**src/logic/hrx_defines.vh**
```
// Constants for the receive HDLC queue controller: register indices,
// field positions, reset values, packet status codes and deframer figures.
// Included by the controller; holds definitions only.
`ifndef HRX_DEFINES_VH
`define HRX_DEFINES_VH

// Register indices; byte address is four times the index
`define HRX_IDX_CTRL     8'hb0
`define HRX_IDX_LIVE     8'hb4
`define HRX_IDX_LATCH    8'hb6
`define HRX_IDX_IRQEN    8'hb8
`define HRX_IDX_FIFO     8'hbc

// Control fields
`define HRX_CTRL_FLUSH   0
`define HRX_CTRL_CSOFF   1
`define HRX_CTRL_INV     2
`define HRX_CTRL_SWAP    3
`define HRX_CTRL_THR_LO  8
`define HRX_CTRL_THR_HI  12
`define HRX_THR_RESET    5'h08

// Latched status and enable fields
`define HRX_LAT_AVAIL    0
`define HRX_LAT_FULL     2
`define HRX_LAT_PS       3
`define HRX_LAT_PE       4
`define HRX_LAT_OVF      7

// Packet status codes stored with each byte
`define HRX_ST_MID       3'h0
`define HRX_ST_START     3'h1
`define HRX_ST_GOOD      3'h4
`define HRX_ST_FCSERR    3'h5
`define HRX_ST_NONINT    3'h6
`define HRX_ST_ABORT     3'h7

// Deframer figures
`define HRX_ONES_STUFF   3'h5
`define HRX_ONES_FLAG    3'h6
`define HRX_ONES_MAX     3'h7
`define HRX_CRC_INIT     16'hffff
`define HRX_CRC_POLY     16'h8408
`define HRX_CRC_RESIDUE  16'hf0b8
`define HRX_PWRUP_CYCLES 16'h0010

`endif

```
**src/logic/hrx_receiver.v**
```verilog
// Receive HDLC controller for one port: deframer, 256-entry receive queue,
// live, latched and enable registers, and an AHB-Lite slave for software.
// Assumes the framer delivers one bit per strobe on mclk, and that the
// global per-port summary enable is a level on mclk.
`timescale 1ns/10ps
`include "hrx_defines.vh"

module hrx_receiver #(
	parameter        AW           = 8,                  // Queue address width
	parameter [15:0] PWRUP_CYCLES = `HRX_PWRUP_CYCLES   // Memory power-up cycles
) (
	input  wire        mclk,             // System clock
	input  wire        rstn,             // Asynchronous reset, active low
	input  wire        hsel,             // AHB slave select
	input  wire [31:0] haddr,            // AHB address
	input  wire [1:0]  htrans,           // AHB transfer type
	input  wire        hwrite,           // AHB write
	input  wire [2:0]  hsize,            // AHB size
	input  wire [31:0] hwdata,           // AHB write data
	input  wire        hready,           // AHB bus ready
	output reg         hreadyout,        // AHB slave ready
	output reg         hresp,            // AHB response, always OKAY
	output reg  [31:0] hrdata,           // AHB read data
	input  wire        rxBitIn,          // Serial data from framer
	input  wire        rxBitStb,         // One pulse per serial bit
	input  wire        portSummaryIrqEn, // Port summary interrupt enable
	output reg         rxIrq             // Interrupt request, active high
);
	localparam DEPTH = 1 << AW;
	localparam [AW:0] FULLCNT = {1'b1, {AW{1'b0}}};
	// Control and enables
	reg [4:0]    availThreshold;
	reg          bitOrderSwapEn;
	reg          invertInEn;
	reg          checksumOff;
	reg          queueFlush;
	reg          overflowIrqEn;
	reg          pktEndIrqEn;
	reg          pktStartIrqEn;
	reg          fullIrqEn;
	reg          availIrqEn;
	// Status
	reg          overflowLatch;
	reg          pktEndLatch;
	reg          pktStartLatch;
	reg          fullLatch;
	reg          availLatch;
	reg          queueFull;
	reg          queueEmpty;
	reg          dataAvail;
	// Deframer
	reg [2:0]    onesRun;
	reg          hunting;
	reg [2:0]    bitCnt;
	reg [7:0]    acc;
	reg [15:0]   crc;
	reg [15:0]   crcAtByte;
	reg [7:0]    hold0;
	reg [7:0]    hold1;
	reg [7:0]    hold2;
	reg [1:0]    nHold;
	reg          startPend;
	reg [15:0]   pwrCnt;
	// Queue
	reg [10:0]   mem [0:DEPTH-1];
	reg [AW-1:0] wrPtr;
	reg [AW-1:0] rdPtr;
	reg [AW:0]   count;
	// Bus data phase
	reg          wrPend;
	reg [7:0]    wrIdx;
	reg [1:0]    wrBe;
	// Bit front end
	wire        bitIn   = rxBitIn ^ invertInEn;
	wire        powered = (pwrCnt == PWRUP_CYCLES);
	wire        bitStb  = rxBitStb & ~queueFlush & powered;
	wire        isStuff = ~bitIn & (onesRun == `HRX_ONES_STUFF);
	wire        isFlag  = ~bitIn & (onesRun == `HRX_ONES_FLAG);
	wire        isAbort = bitIn & (onesRun == `HRX_ONES_FLAG);
	wire        push    = bitStb & ~hunting & ~isStuff & ~isFlag & ~isAbort;
	wire [7:0]  nextAcc = bitOrderSwapEn ? {acc[6:0], bitIn}
	                                     : {bitIn, acc[7:1]};
	wire        crcFb   = crc[0] ^ bitIn;
	wire [15:0] next_crc = {1'b0, crc[15:1]} ^ (crcFb ? `HRX_CRC_POLY : 16'h0000);
	wire        byteDone = push & (bitCnt == 3'h7);
	// The last data byte, and the two FCS bytes unless checksumOff, stay held so the end can be tagged
	wire [1:0]  holdDepth  = checksumOff ? 2'h1 : 2'h3;
	wire        shiftOut   = byteDone & (nHold >= holdDepth);
	wire        frameEnd   = bitStb & ~hunting & isFlag & (nHold != 2'h0);
	wire        frameAbort = bitStb & ~hunting & isAbort & (nHold != 2'h0);
	reg [2:0] endCode;
	always @*
	begin
		// Flag bits leave 7 pushes past the last whole byte
		if (bitCnt != 3'h7 || nHold != holdDepth)
			endCode = `HRX_ST_NONINT;
		else if (checksumOff || crcAtByte == `HRX_CRC_RESIDUE)
			endCode = `HRX_ST_GOOD;
		else
			endCode = `HRX_ST_FCSERR;
	end
	// Queue write side
	wire       fWrReq  = shiftOut | frameEnd | frameAbort;
	wire [2:0] fWrStat = frameAbort ? `HRX_ST_ABORT :
	                     frameEnd   ? endCode :
	                     startPend  ? `HRX_ST_START : `HRX_ST_MID;
	wire       fWr     = fWrReq & ~queueFull;
	wire       ovfEvt  = fWrReq & queueFull;
	// Bus address phase
	wire       accept = hsel & htrans[1] & hready;
	wire [7:0] aIdx   = haddr[9:2];
	wire       aBe0   = (hsize == 3'h0) ? (haddr[1:0] == 2'h0) : ~haddr[1];
	wire       aBe1   = (hsize == 3'h0) ? (haddr[1:0] == 2'h1) : ~haddr[1];
	// A lower-byte-only read leaves the head in place
	wire       pop    = accept & ~hwrite & (aIdx == `HRX_IDX_FIFO) & aBe1
	                    & ~queueEmpty & ~queueFlush;
	wire [10:0] head  = mem[rdPtr];
	wire [AW:0] next_count = queueFlush ? {(AW+1){1'b0}} :
	                         count + {{AW{1'b0}}, fWr} - {{AW{1'b0}}, pop};
	wire next_full  = (next_count == FULLCNT);
	wire next_empty = (next_count == {(AW+1){1'b0}});
	wire next_avail = ~queueFlush &
	                  (next_count >= {{(AW-7){1'b0}}, availThreshold, 3'h0});
	// Data phase writes
	wire wCtrl  = wrPend & (wrIdx == `HRX_IDX_CTRL);
	wire wLatch = wrPend & (wrIdx == `HRX_IDX_LATCH) & wrBe[0];
	wire wIrqEn = wrPend & (wrIdx == `HRX_IDX_IRQEN) & wrBe[0];
	reg [15:0] rdVal;
	always @*
	begin
		case (aIdx)
		`HRX_IDX_CTRL:
			rdVal = {3'h0, availThreshold, 4'h0,
			         bitOrderSwapEn, invertInEn, checksumOff, queueFlush};
		`HRX_IDX_LIVE:
			rdVal = {13'h0000, queueFull, queueEmpty, dataAvail};
		`HRX_IDX_LATCH:
			rdVal = {8'h00, overflowLatch, 2'h0, pktEndLatch, pktStartLatch,
			         fullLatch, 1'b0, availLatch};
		`HRX_IDX_IRQEN:
			rdVal = {8'h00, overflowIrqEn, 2'h0, pktEndIrqEn, pktStartIrqEn,
			         fullIrqEn, 1'b0, availIrqEn};
		`HRX_IDX_FIFO:
			// Unwritten entries stay unknown, so an empty queue reads zero
			rdVal = queueEmpty ? 16'h0000
			                   : {head[7:0], 4'h0, head[10:8], 1'b1};
		default:
			rdVal = 16'h0000;
		endcase
	end

	// Bus slave: zero wait states, read data registered at the address edge
	always @(posedge mclk or negedge rstn)
	begin
		if (!rstn)
		begin
			hreadyout <= 1'b1;
			hresp     <= 1'b0;
			hrdata    <= 32'h0000_0000;
			wrPend    <= 1'b0;
			wrIdx     <= 8'h00;
			wrBe      <= 2'h0;
		end
		else
		begin
			hreadyout <= 1'b1;
			hresp     <= 1'b0;
			wrPend    <= accept & hwrite;
			if (accept)
			begin
				wrIdx <= aIdx;
				wrBe  <= {aBe1, aBe0};
			end
			if (accept & ~hwrite)
				hrdata <= {16'h0000, rdVal};
		end
	end

	// Control and enable registers
	always @(posedge mclk or negedge rstn)
	begin
		if (!rstn)
		begin
			availThreshold <= `HRX_THR_RESET;
			bitOrderSwapEn <= 1'b0;
			invertInEn     <= 1'b0;
			checksumOff    <= 1'b0;
			queueFlush     <= 1'b0;
			overflowIrqEn  <= 1'b0;
			pktEndIrqEn    <= 1'b0;
			pktStartIrqEn  <= 1'b0;
			fullIrqEn      <= 1'b0;
			availIrqEn     <= 1'b0;
		end
		else
		begin
			if (wCtrl & wrBe[0])
			begin
				bitOrderSwapEn <= hwdata[`HRX_CTRL_SWAP];
				invertInEn     <= hwdata[`HRX_CTRL_INV];
				checksumOff    <= hwdata[`HRX_CTRL_CSOFF];
				queueFlush     <= hwdata[`HRX_CTRL_FLUSH];
			end
			if (wCtrl & wrBe[1])
				availThreshold <= hwdata[`HRX_CTRL_THR_HI:`HRX_CTRL_THR_LO];
			if (wIrqEn)
			begin
				overflowIrqEn <= hwdata[`HRX_LAT_OVF];
				pktEndIrqEn   <= hwdata[`HRX_LAT_PE];
				pktStartIrqEn <= hwdata[`HRX_LAT_PS];
				fullIrqEn     <= hwdata[`HRX_LAT_FULL];
				availIrqEn    <= hwdata[`HRX_LAT_AVAIL];
			end
		end
	end

	// Live and latched status; a set in the clearing cycle wins
	always @(posedge mclk or negedge rstn)
	begin
		if (!rstn)
		begin
			queueFull     <= 1'b0;
			queueEmpty    <= 1'b1;
			dataAvail     <= 1'b0;
			overflowLatch <= 1'b0;
			pktEndLatch   <= 1'b0;
			pktStartLatch <= 1'b0;
			fullLatch     <= 1'b0;
			availLatch    <= 1'b0;
			rxIrq         <= 1'b0;
		end
		else
		begin
			queueFull  <= next_full;
			queueEmpty <= next_empty;
			dataAvail  <= next_avail;
			overflowLatch <= ovfEvt |
			                 (overflowLatch & ~(wLatch & hwdata[`HRX_LAT_OVF]));
			pktEndLatch   <= (fWr & fWrStat[2]) |
			                 (pktEndLatch & ~(wLatch & hwdata[`HRX_LAT_PE]));
			pktStartLatch <= (fWr & (fWrStat == `HRX_ST_START)) |
			                 (pktStartLatch & ~(wLatch & hwdata[`HRX_LAT_PS]));
			fullLatch     <= (next_full & ~queueFull) |
			                 (fullLatch & ~(wLatch & hwdata[`HRX_LAT_FULL]));
			availLatch    <= (next_avail & ~dataAvail) |
			                 (availLatch & ~(wLatch & hwdata[`HRX_LAT_AVAIL]));
			rxIrq <= portSummaryIrqEn &
			         ((overflowLatch & overflowIrqEn) |
			          (pktEndLatch & pktEndIrqEn) |
			          (pktStartLatch & pktStartIrqEn) |
			          (fullLatch & fullIrqEn) |
			          (availLatch & availIrqEn));
		end
	end

	// Queue storage and pointers
	always @(posedge mclk)
	begin
		if (fWr)
			mem[wrPtr] <= {fWrStat, hold0};
	end

	always @(posedge mclk or negedge rstn)
	begin
		if (!rstn)
		begin
			wrPtr <= {AW{1'b0}};
			rdPtr <= {AW{1'b0}};
			count <= {(AW+1){1'b0}};
		end
		else
		begin
			count <= next_count;
			if (queueFlush)
			begin
				wrPtr <= {AW{1'b0}};
				rdPtr <= {AW{1'b0}};
			end
			else
			begin
				if (fWr)
					wrPtr <= wrPtr + {{(AW-1){1'b0}}, 1'b1};
				if (pop)
					rdPtr <= rdPtr + {{(AW-1){1'b0}}, 1'b1};
			end
		end
	end

	// Memory power-up after flush; bits are ignored until it completes
	always @(posedge mclk or negedge rstn)
	begin
		if (!rstn)
			pwrCnt <= 16'h0000;
		else if (queueFlush)
			pwrCnt <= 16'h0000;
		else if (!powered)
			pwrCnt <= pwrCnt + 16'h0001;
	end

	// Deframer: flag hunt, zero removal, abort, byte assembly, FCS
	always @(posedge mclk or negedge rstn)
	begin
		if (!rstn)
		begin
			onesRun   <= 3'h0;
			hunting   <= 1'b1;
			bitCnt    <= 3'h0;
			acc       <= 8'h00;
			crc       <= `HRX_CRC_INIT;
			crcAtByte <= `HRX_CRC_INIT;
			hold0     <= 8'h00;
			hold1     <= 8'h00;
			hold2     <= 8'h00;
			nHold     <= 2'h0;
			startPend <= 1'b1;
		end
		else if (queueFlush)
		begin
			// Drop any frame in progress; resume only on a fresh flag
			onesRun   <= 3'h0;
			hunting   <= 1'b1;
			bitCnt    <= 3'h0;
			nHold     <= 2'h0;
			startPend <= 1'b1;
		end
		else if (bitStb)
		begin
			if (bitIn)
				onesRun <= (onesRun == `HRX_ONES_MAX) ? `HRX_ONES_MAX
				                                      : onesRun + 3'h1;
			else
				onesRun <= 3'h0;
			if (isFlag)
			begin
				hunting   <= 1'b0;
				bitCnt    <= 3'h0;
				crc       <= `HRX_CRC_INIT;
				nHold     <= 2'h0;
				startPend <= 1'b1;
			end
			else if (isAbort)
			begin
				hunting <= 1'b1;
				nHold   <= 2'h0;
			end
			else if (push)
			begin
				acc    <= nextAcc;
				bitCnt <= bitCnt + 3'h1;
				crc    <= next_crc;
				if (byteDone)
				begin
					crcAtByte <= next_crc;
					if (shiftOut)
					begin
						hold0     <= checksumOff ? nextAcc : hold1;
						hold1     <= hold2;
						hold2     <= nextAcc;
						startPend <= 1'b0;
					end
					else
					begin
						case (nHold)
						2'h0:
							hold0 <= nextAcc;
						2'h1:
							hold1 <= nextAcc;
						default:
							hold2 <= nextAcc;
						endcase
						nHold <= nHold + 2'h1;
					end
				end
			end
		end
	end

endmodule // hrx_receiver

```
**config.mk**
```make
export PLATFORM = sky130hd
export DESIGN_NAME = hrx_receiver
export DESIGN_NICKNAME = d
export VERILOG_FILES = /design/src/logic/hrx_receiver.v
export VERILOG_INCLUDE_DIRS = /design/src /design/src/logic
export SDC_FILE = /design/constraint.sdc
export NUM_CORES = 2
export LEC_CHECK = 0
export BUFFER_PORTS_ARGS = -buffer_cell sky130_fd_sc_hd__buf_2
export CELL_PAD_IN_SITES_DETAIL_PLACEMENT = 1
export CELL_PAD_IN_SITES_GLOBAL_PLACEMENT = 2
export CORE_MARGIN = 1.5
export CORE_UTILIZATION = 35
export CTS_BUF_LIST = sky130_fd_sc_hd__clkbuf_8
export CTS_CLUSTER_SIZE = 14
export DETAILED_ROUTE_END_ITERATION = 10
export GPL_ROUTABILITY_DRIVEN = 1
export GPL_TIMING_DRIVEN = 0
export HOLD_SLACK_MARGIN = 0.06
export PLACE_DENSITY = 0.66
export SETUP_SLACK_MARGIN = 0.3
export SLEW_MARGIN = 5
export SYNTH_ARGS = -nofsm -noshare
export SYNTH_HDL_FRONTEND = slang
export SYNTH_SLANG_ARGS = --single-unit
```
**constraint.sdc**
```tcl
create_clock -name mclk -period 39.5 [get_ports mclk]
set_clock_uncertainty 0.05 [all_clocks]
set_input_delay 3.95 -clock mclk [delete_from_list [all_inputs] [get_ports mclk]]
set_output_delay 3.95 -clock mclk [all_outputs]
set_load 0.005 [all_outputs]
```
# ---- Yosys cells after proc, flatten, opt, wreduce, memory -nomap -nowiden
# Memory sizes are Yosys's and may differ from the RTL's.
# Cells that the tools add are included.
dict set report classes {
  n_addsub 8
  order_cmp 2
  eq_ne 25
  n_mux 58
  bitwise_logic 83
  n_reduce_logical 30
}
# operator n
set op_table {}
lappend op_table {{$mux 16} 7}
lappend op_table {{$mux 8} 12}
lappend op_table {{$pmux 16 s5} 1}
lappend op_table {{$eq 8x8->1 const B} 8}
lappend op_table {{$and 1x1->1} 53}
lappend op_table {{$mux 3} 12}
lappend op_table {{$reduce_and 7->1} 3}
lappend op_table {{$mux 1} 17}
lappend op_table {{$add 16x1->16 const B} 1}
lappend op_table {{$add 8x1->8 const B} 2}
lappend op_table {{$eq 16x16->1 const B} 1}
lappend op_table {{$eq 16x5->1 const B} 1}
lappend op_table {{$mux 2} 8}
lappend op_table {{$not 1->1} 16}
lappend op_table {{$xor 15x16->16} 1}
lappend op_table {{$reduce_bool 2->1} 7}
lappend op_table {{$eq 3x3->1 const B} 4}
lappend op_table {{$reduce_bool 3->1} 4}
lappend op_table {{$or 1x1->1} 11}
lappend op_table {{$reduce_and 5->1} 2}
lappend op_table {{$add 9x1->9} 1}
lappend op_table {{$eq 9x9->1 const B} 1}
lappend op_table {{$ge 9x8->1} 1}
lappend op_table {{$logic_not 9->1} 1}
lappend op_table {{other kinds (22)} 31}
dict set report word_totals {
  regBits 165
  ram_bits 2816
  input_bits 77
  wordCells 245
  n_memories 1
}
# name words width rd rd_ports_with_merged_regs write_ports line
set mem_list {}
lappend mem_list {mem 256 11 1 0 1 hrx_receiver.v:65} ;# reg [10:0] mem [0:DEPTH-1];

# ---- Depth between registers and ports, before layout
dict set report depth {
  depth_word 19
  depth_mapped 24
}

# ---- Worst setup path before layout
# No wires, ideal clock.
dict set report synth_path {
  path_type {input to register}
  startpoint {input port rxBitStb}
  endpoint {memory mem[0][8], data pin}
  setup_ns 2.187
  arrival_ns 14.645
  required_time_ns 37.263
  setup_slack_ns 22.618
  stages 4
  path_cell_list {nor2b_1 > nand2_1 > or4_4 > o21ai_0}
}
dict set report synth_between {
  elab_chain_cells 7
  word_cells_on_any_way 9
  classes_between {2 x mux; 7 x bitwise}
}
# element line
set synth_lines {}
lappend synth_lines {{from (decl)} hrx_receiver.v:25} ;# input wire rxBitStb,
lappend synth_lines {{$and 1x1->1 (*) (2 in a row)} hrx_receiver.v:76} ;# wire bitStb = rxBitStb & ~queueFlush & powered;
lappend synth_lines {{$and 1x1->1 (*)} {hrx_receiver.v:89, hrx_receiver.v:90}}
lappend synth_lines {{$and 1x1->1 (2 in a row)} hrx_receiver.v:89} ;# wire frameEnd = bitStb & ~hunting & isFlag & (nHold != 2'h0);
lappend synth_lines {{$mux 3 (no line)} n/a}
lappend synth_lines {{$mux 3 (no line) (*)} n/a}
lappend synth_lines {{net fWrStat[0]} hrx_receiver.v:104} ;# wire [2:0] fWrStat = frameAbort ? `HRX_ST_ABORT :
lappend synth_lines {{to (decl)} hrx_receiver.v:65}
# Mark *: on every way through the listed nets, which the timed path passes. The rest lies on a longest branch.

# ---- Worst setup path in the final report
dict set report layout_path {
  startpoint {input port rxBitStb}
  endpoint {memory mem[194][8], enable pin}
}
dict set report layout_between {
  elab_chain_cells 13
  word_cells_on_any_way 17
  classes_between {2 x mux; 15 x bitwise}
}
# element line
set layout_lines {}
lappend layout_lines {{$and 1x1->1 (*) (2 in a row)} hrx_receiver.v:76}
lappend layout_lines {{$and 1x1->1 (*)} {hrx_receiver.v:80, hrx_receiver.v:89, hrx_receiver.v:90}}
lappend layout_lines {{$and 1x1->1 (3 in a row)} hrx_receiver.v:80} ;# wire push = bitStb & ~hunting & ~isStuff & ~isFlag & ~isAbort;
lappend layout_lines {{$and 1x1->1} hrx_receiver.v:85} ;# wire byteDone = push & (bitCnt == 3'h7);
lappend layout_lines {{$and 1x1->1} hrx_receiver.v:88} ;# wire shiftOut = byteDone & (nHold >= holdDepth);
lappend layout_lines {{$or 1x1->1} hrx_receiver.v:103} ;# wire fWrReq = shiftOut | frameEnd | frameAbort;
lappend layout_lines {{$or 1x1->1 (*)} hrx_receiver.v:103}
lappend layout_lines {{$and 1x1->1 (*)} hrx_receiver.v:107} ;# wire fWr = fWrReq & ~queueFull;
lappend layout_lines {{$mux 1 (*)} hrx_receiver.v:259} ;# if (fWr)
lappend layout_lines {{$mux 1 (implied by the code) (*)} hrx_receiver.v:260} ;# mem[wrPtr] <= {fWrStat, hold0};
# Every way passes the cells marked *; elsewhere a longest branch is shown, timed or not.

==> results.toml <==
[yosys]
main_synth_ff_type = "sky130_fd_sc_hd__edfxtp_1"
syn_area_um2 = 117800
syn_area_per_cell_um2 = 19.59
synthArstFlopShare_pct = 5.472
synthesis.yosys.warnings = 0
synth_enable_flop_cells = 2816
synth-seq-cells = 2979
synthesis.instances = 6014
ys_types = 99
synth.yosys.seq_area_share_pct = 75.28

[floorplanning]
num_io_pins = 112
row_count = 212
initial_utilization_pct = 35.25
placeableCoreArea_um2 = 334200
floorplan.die.height_um = 583.2
fp.dieArea_um2 = 340100
dieWidth_um = 583.2

[setup_path]
worst-path-buf-inv = 3
path_cells = "buf_2, nor2b_1, nand2_1, or4_4, inv_8, a31oi_4, nor4_4, nand2_1, clkbuf_2, nor2_1"
path_delay_family = "simple AND/OR/NAND/NOR gates"
critical-path-max-stage-delay_ns = 1.29
arrival_ns = 9.48
timing.critical_path.from_type = "input pin"
critPathMostFrequentCell = "sky130_fd_sc_hd__nand2_1"
worst_ep_required_time_ns = 40.23
maximum_fanout_along_the_worst_path = 130
critical_path.slowest_cell = "sky130_fd_sc_hd__nor2_1"
cp-end-kind = "flip-flop"
critPathKind = "input pin to flip-flop"

[place]
place.gp.congestion = 1.024
io_buffers = 45
post-dp-hpwl_um = 369900
place_ws_ns = 29.85
placedInstanceArea_um2 = 126500
place.detailed.instances = 10590

[clock_tree]
cts_buffer_count = 484
post_cts_buffers = 0
cts.htree.levels = 5
clkSinkCount = 2979
insertion_delay_ns = 1.24
root_buffer_cell = "sky130_fd_sc_hd__clkbuf_8"
cts_tree = "yes"
cts_buffer_depth = 4
clkSlewWorstSetupHoldPaths_ns = 0.06
holdBufCountCts = 0
post_cts_resize_count = 0

[routing]
final_antenna_net_count = 0
route.detailed.drc = 0
drtIter0Drc = 13680
detail_route.vias_per_cell = 6.438
drt-pass1-iter-count = 8
avgRoutedWirePerCell_um = 48.24
drt-total-wl_um = 556200
route.vias.total = 74230

[timing]
timing.max_slew.rel_slack_pct = -7.174
final.period_utilization_pct = 22.16
fmax_ghz = 0.1142
layout_min_cycle_time_ns = 8.755
maxSlewViolCount = 30
rsz0062_at_grt = "no"
final.setup.tns_ns = 0
hold_viol_final = 0
final-setup-viol-count = 0
setup_ws_ns = 30.74
worst-slew-pin-transition_ns = 1.608

[cells_and_area]
flow.area_growth_from_synthesis_pct = 15.06
fin_nets = 6797
postLayoutCoreUtil_pct = 40.56
fin_area_um2 = 135500
drive_above_1_share_pct = 26.54
post_layout_nonfiller_instances = 11530

[power_and_ir_drop]
static-leakage-power_uw = 0.04675
power.density_nw_per_um2 = 44.18
worst_ir_drop_vdd_v = 0.00003019

[global_route]
antenna_found_initial = 95
grt_start_max_net_pins = 131
global_router_s_overall_resource_usage_pct = 32.24
global_route.overflow_total = 0
via_count_of_the_first_global_routing_pass = 69830
global_route_wire_length_before_repair_um = 709900

[job]
cap_viol_max_count = 8

[outcome]
outcome = "finished with violations"
violations = "capacitance limit, slew limit"

[min_path]
hold_path.class = "flip-flop to flip-flop"
## synthesized netlist by cell type, types with 36 or more instances
cell / number / area (um^2)
sky130_fd_sc_hd__mux2_2: 53 / 596.8
sky130_fd_sc_hd__a22oi_1: 84 / 630.6
sky130_fd_sc_hd__nor2_1: 404 / 1516
sky130_fd_sc_hd__o221ai_1: 79 / 691.9
sky130_fd_sc_hd__buf_4: 54 / 405.4
sky130_fd_sc_hd__buf_6: 59 / 664.4
sky130_fd_sc_hd__nor3_1: 64 / 320.3
sky130_fd_sc_hd__o22ai_1: 71 / 444.2
sky130_fd_sc_hd__a21oi_1: 119 / 595.6
sky130_fd_sc_hd__clkbuf_1: 138 / 518.0
sky130_fd_sc_hd__dfrtp_1: 127 / 3178
sky130_fd_sc_hd__buf_2: 82 / 410.4
sky130_fd_sc_hd__o21ai_0: 121 / 605.6
sky130_fd_sc_hd__nand2_1: 212 / 795.8
sky130_fd_sc_hd__nand3_1: 62 / 310.3
sky130_fd_sc_hd__mux4_2: 563 / 12680
sky130_fd_sc_hd__inv_1: 48 / 180.2
sky130_fd_sc_hd__edfxtp_1: 2816 / 84560
sky130_fd_sc_hd__dfstp_2: 36 / 945.9
sky130_fd_sc_hd__mux2i_1: 328 / 3283
## state kept, by name, indices dropped and copies added (netlist names), 9 cells and up
name / cells
mem: 2816
crcAtByte: 16
crc: 16
pwrCnt: 16
hrdata: 14
count: 9
## metrics by stage
step / power, uW / hold slack [ns]
after floorplan: 3484 / 0.3812
after global placement: 3494 / 0.3957
after detailed placement: 3494 / 0.3940
after CTS: 5977 / 0.4031
after global routing: 6104 / 0.4266
final: 5989 / 0.4003
## final cells by class
type | instances | area [um^2]
clock inverter | 377 | 1810
buffer | 370 | 2342
timing repair buffer | 172 | 2743
multi-input combinational | 2631 | 27130
tap | 4387 | 5489
inverter | 52 | 202.7
sequential | 2979 | 88720
antenna | 55 | 137.6
clock buffer | 507 | 6978
fill | 32400 | 198700
## cells in the final DEF (no fill, tap or decap), types with 29 or more instances in the layout
master / instances
sky130_fd_sc_hd__inv_1: 212
sky130_fd_sc_hd__o221ai_1: 79
sky130_fd_sc_hd__diode_2: 55
sky130_fd_sc_hd__clkbuf_1: 64
sky130_fd_sc_hd__buf_12: 46
sky130_fd_sc_hd__mux2_2: 53
sky130_fd_sc_hd__clkinv_1: 133
sky130_fd_sc_hd__clkbuf_2: 76
sky130_fd_sc_hd__mux2i_1: 328
sky130_fd_sc_hd__ha_1: 29
sky130_fd_sc_hd__dfrtp_1: 119
sky130_fd_sc_hd__nand3_1: 62
sky130_fd_sc_hd__nand2_1: 211
sky130_fd_sc_hd__mux4_2: 563
sky130_fd_sc_hd__nor2_2: 126
sky130_fd_sc_hd__nor3_1: 63
sky130_fd_sc_hd__buf_8: 34
sky130_fd_sc_hd__a21oi_1: 119
sky130_fd_sc_hd__nor2_1: 278
sky130_fd_sc_hd__buf_4: 62
sky130_fd_sc_hd__a22oi_1: 84
sky130_fd_sc_hd__clkinv_2: 52
sky130_fd_sc_hd__o21ai_0: 119
sky130_fd_sc_hd__buf_16: 38
sky130_fd_sc_hd__edfxtp_1: 2816
sky130_fd_sc_hd__dfstp_2: 36
sky130_fd_sc_hd__buf_2: 142
sky130_fd_sc_hd__clkbuf_8: 507
sky130_fd_sc_hd__o22ai_1: 71
sky130_fd_sc_hd__buf_6: 67
## final timing paths
kind                         startpoint      endpoint  slack (ns)  cells past startpoint
min in group asynchronous          rstn        acc[3]        2.73                      1
min                        crcAtByte[6]  crcAtByte[6]        0.40                      2
max                            rxBitStb   mem[194][8]       30.74                     10
max in group asynchronous          rstn    hrdata[13]       35.74                      2
max reg2reg                    rdPtr[1]     hrdata[9]       32.00                     11
min reg2reg                crcAtByte[6]  crcAtByte[6]        0.40                      2
## routing by layer
metal / GRT usage (%) / part of all wire [%] / vias to the layer above
met1: 40.93 / 36 / 39890
met4: 21.69 / 7.8 / 24
met2: 45.56 / 42 / 6693
li1: - / - / 26130
met5: 0.3969 / 0.032 / -
met3: 12.39 / 14 / 1496
## where the power goes
group	internal (uW)	total (uW)	switching, uW
Combinational	6.84	18.1	11.2
Sequential	3410	3410	2.64
Clock	1230	2560	1340
## cells by family (layout without fill, tap and decap cells)
kind of cell,after synthesis,in the layout,share of synthesized area (%)
flops,2979,2979,75.28
other cells,2,75,0.006375
mux,970,970,14.64
buf+inv,422,1478,2.064
fa+ha+maj,30,30,0.3250
xor+xnor,37,37,0.2751
simple gates,905,905,3.503
compound gates,669,669,3.909
## worst reg2reg max path, cell delays in order (launching register included)
cell and delay, ns:
sky130_fd_sc_hd__dfrtp_1 0.49, sky130_fd_sc_hd__buf_4 0.31, sky130_fd_sc_hd__buf_4 0.36, sky130_fd_sc_hd__buf_2 0.99
sky130_fd_sc_hd__buf_2 1.27, sky130_fd_sc_hd__buf_2 0.57, sky130_fd_sc_hd__buf_12 0.27, sky130_fd_sc_hd__mux4_2 0.37
sky130_fd_sc_hd__a221oi_1 0.90, sky130_fd_sc_hd__o22ai_1 0.49, sky130_fd_sc_hd__nor4_1 1.07, sky130_fd_sc_hd__o21ai_1 0.17
(Power assumes the default switching activity.)
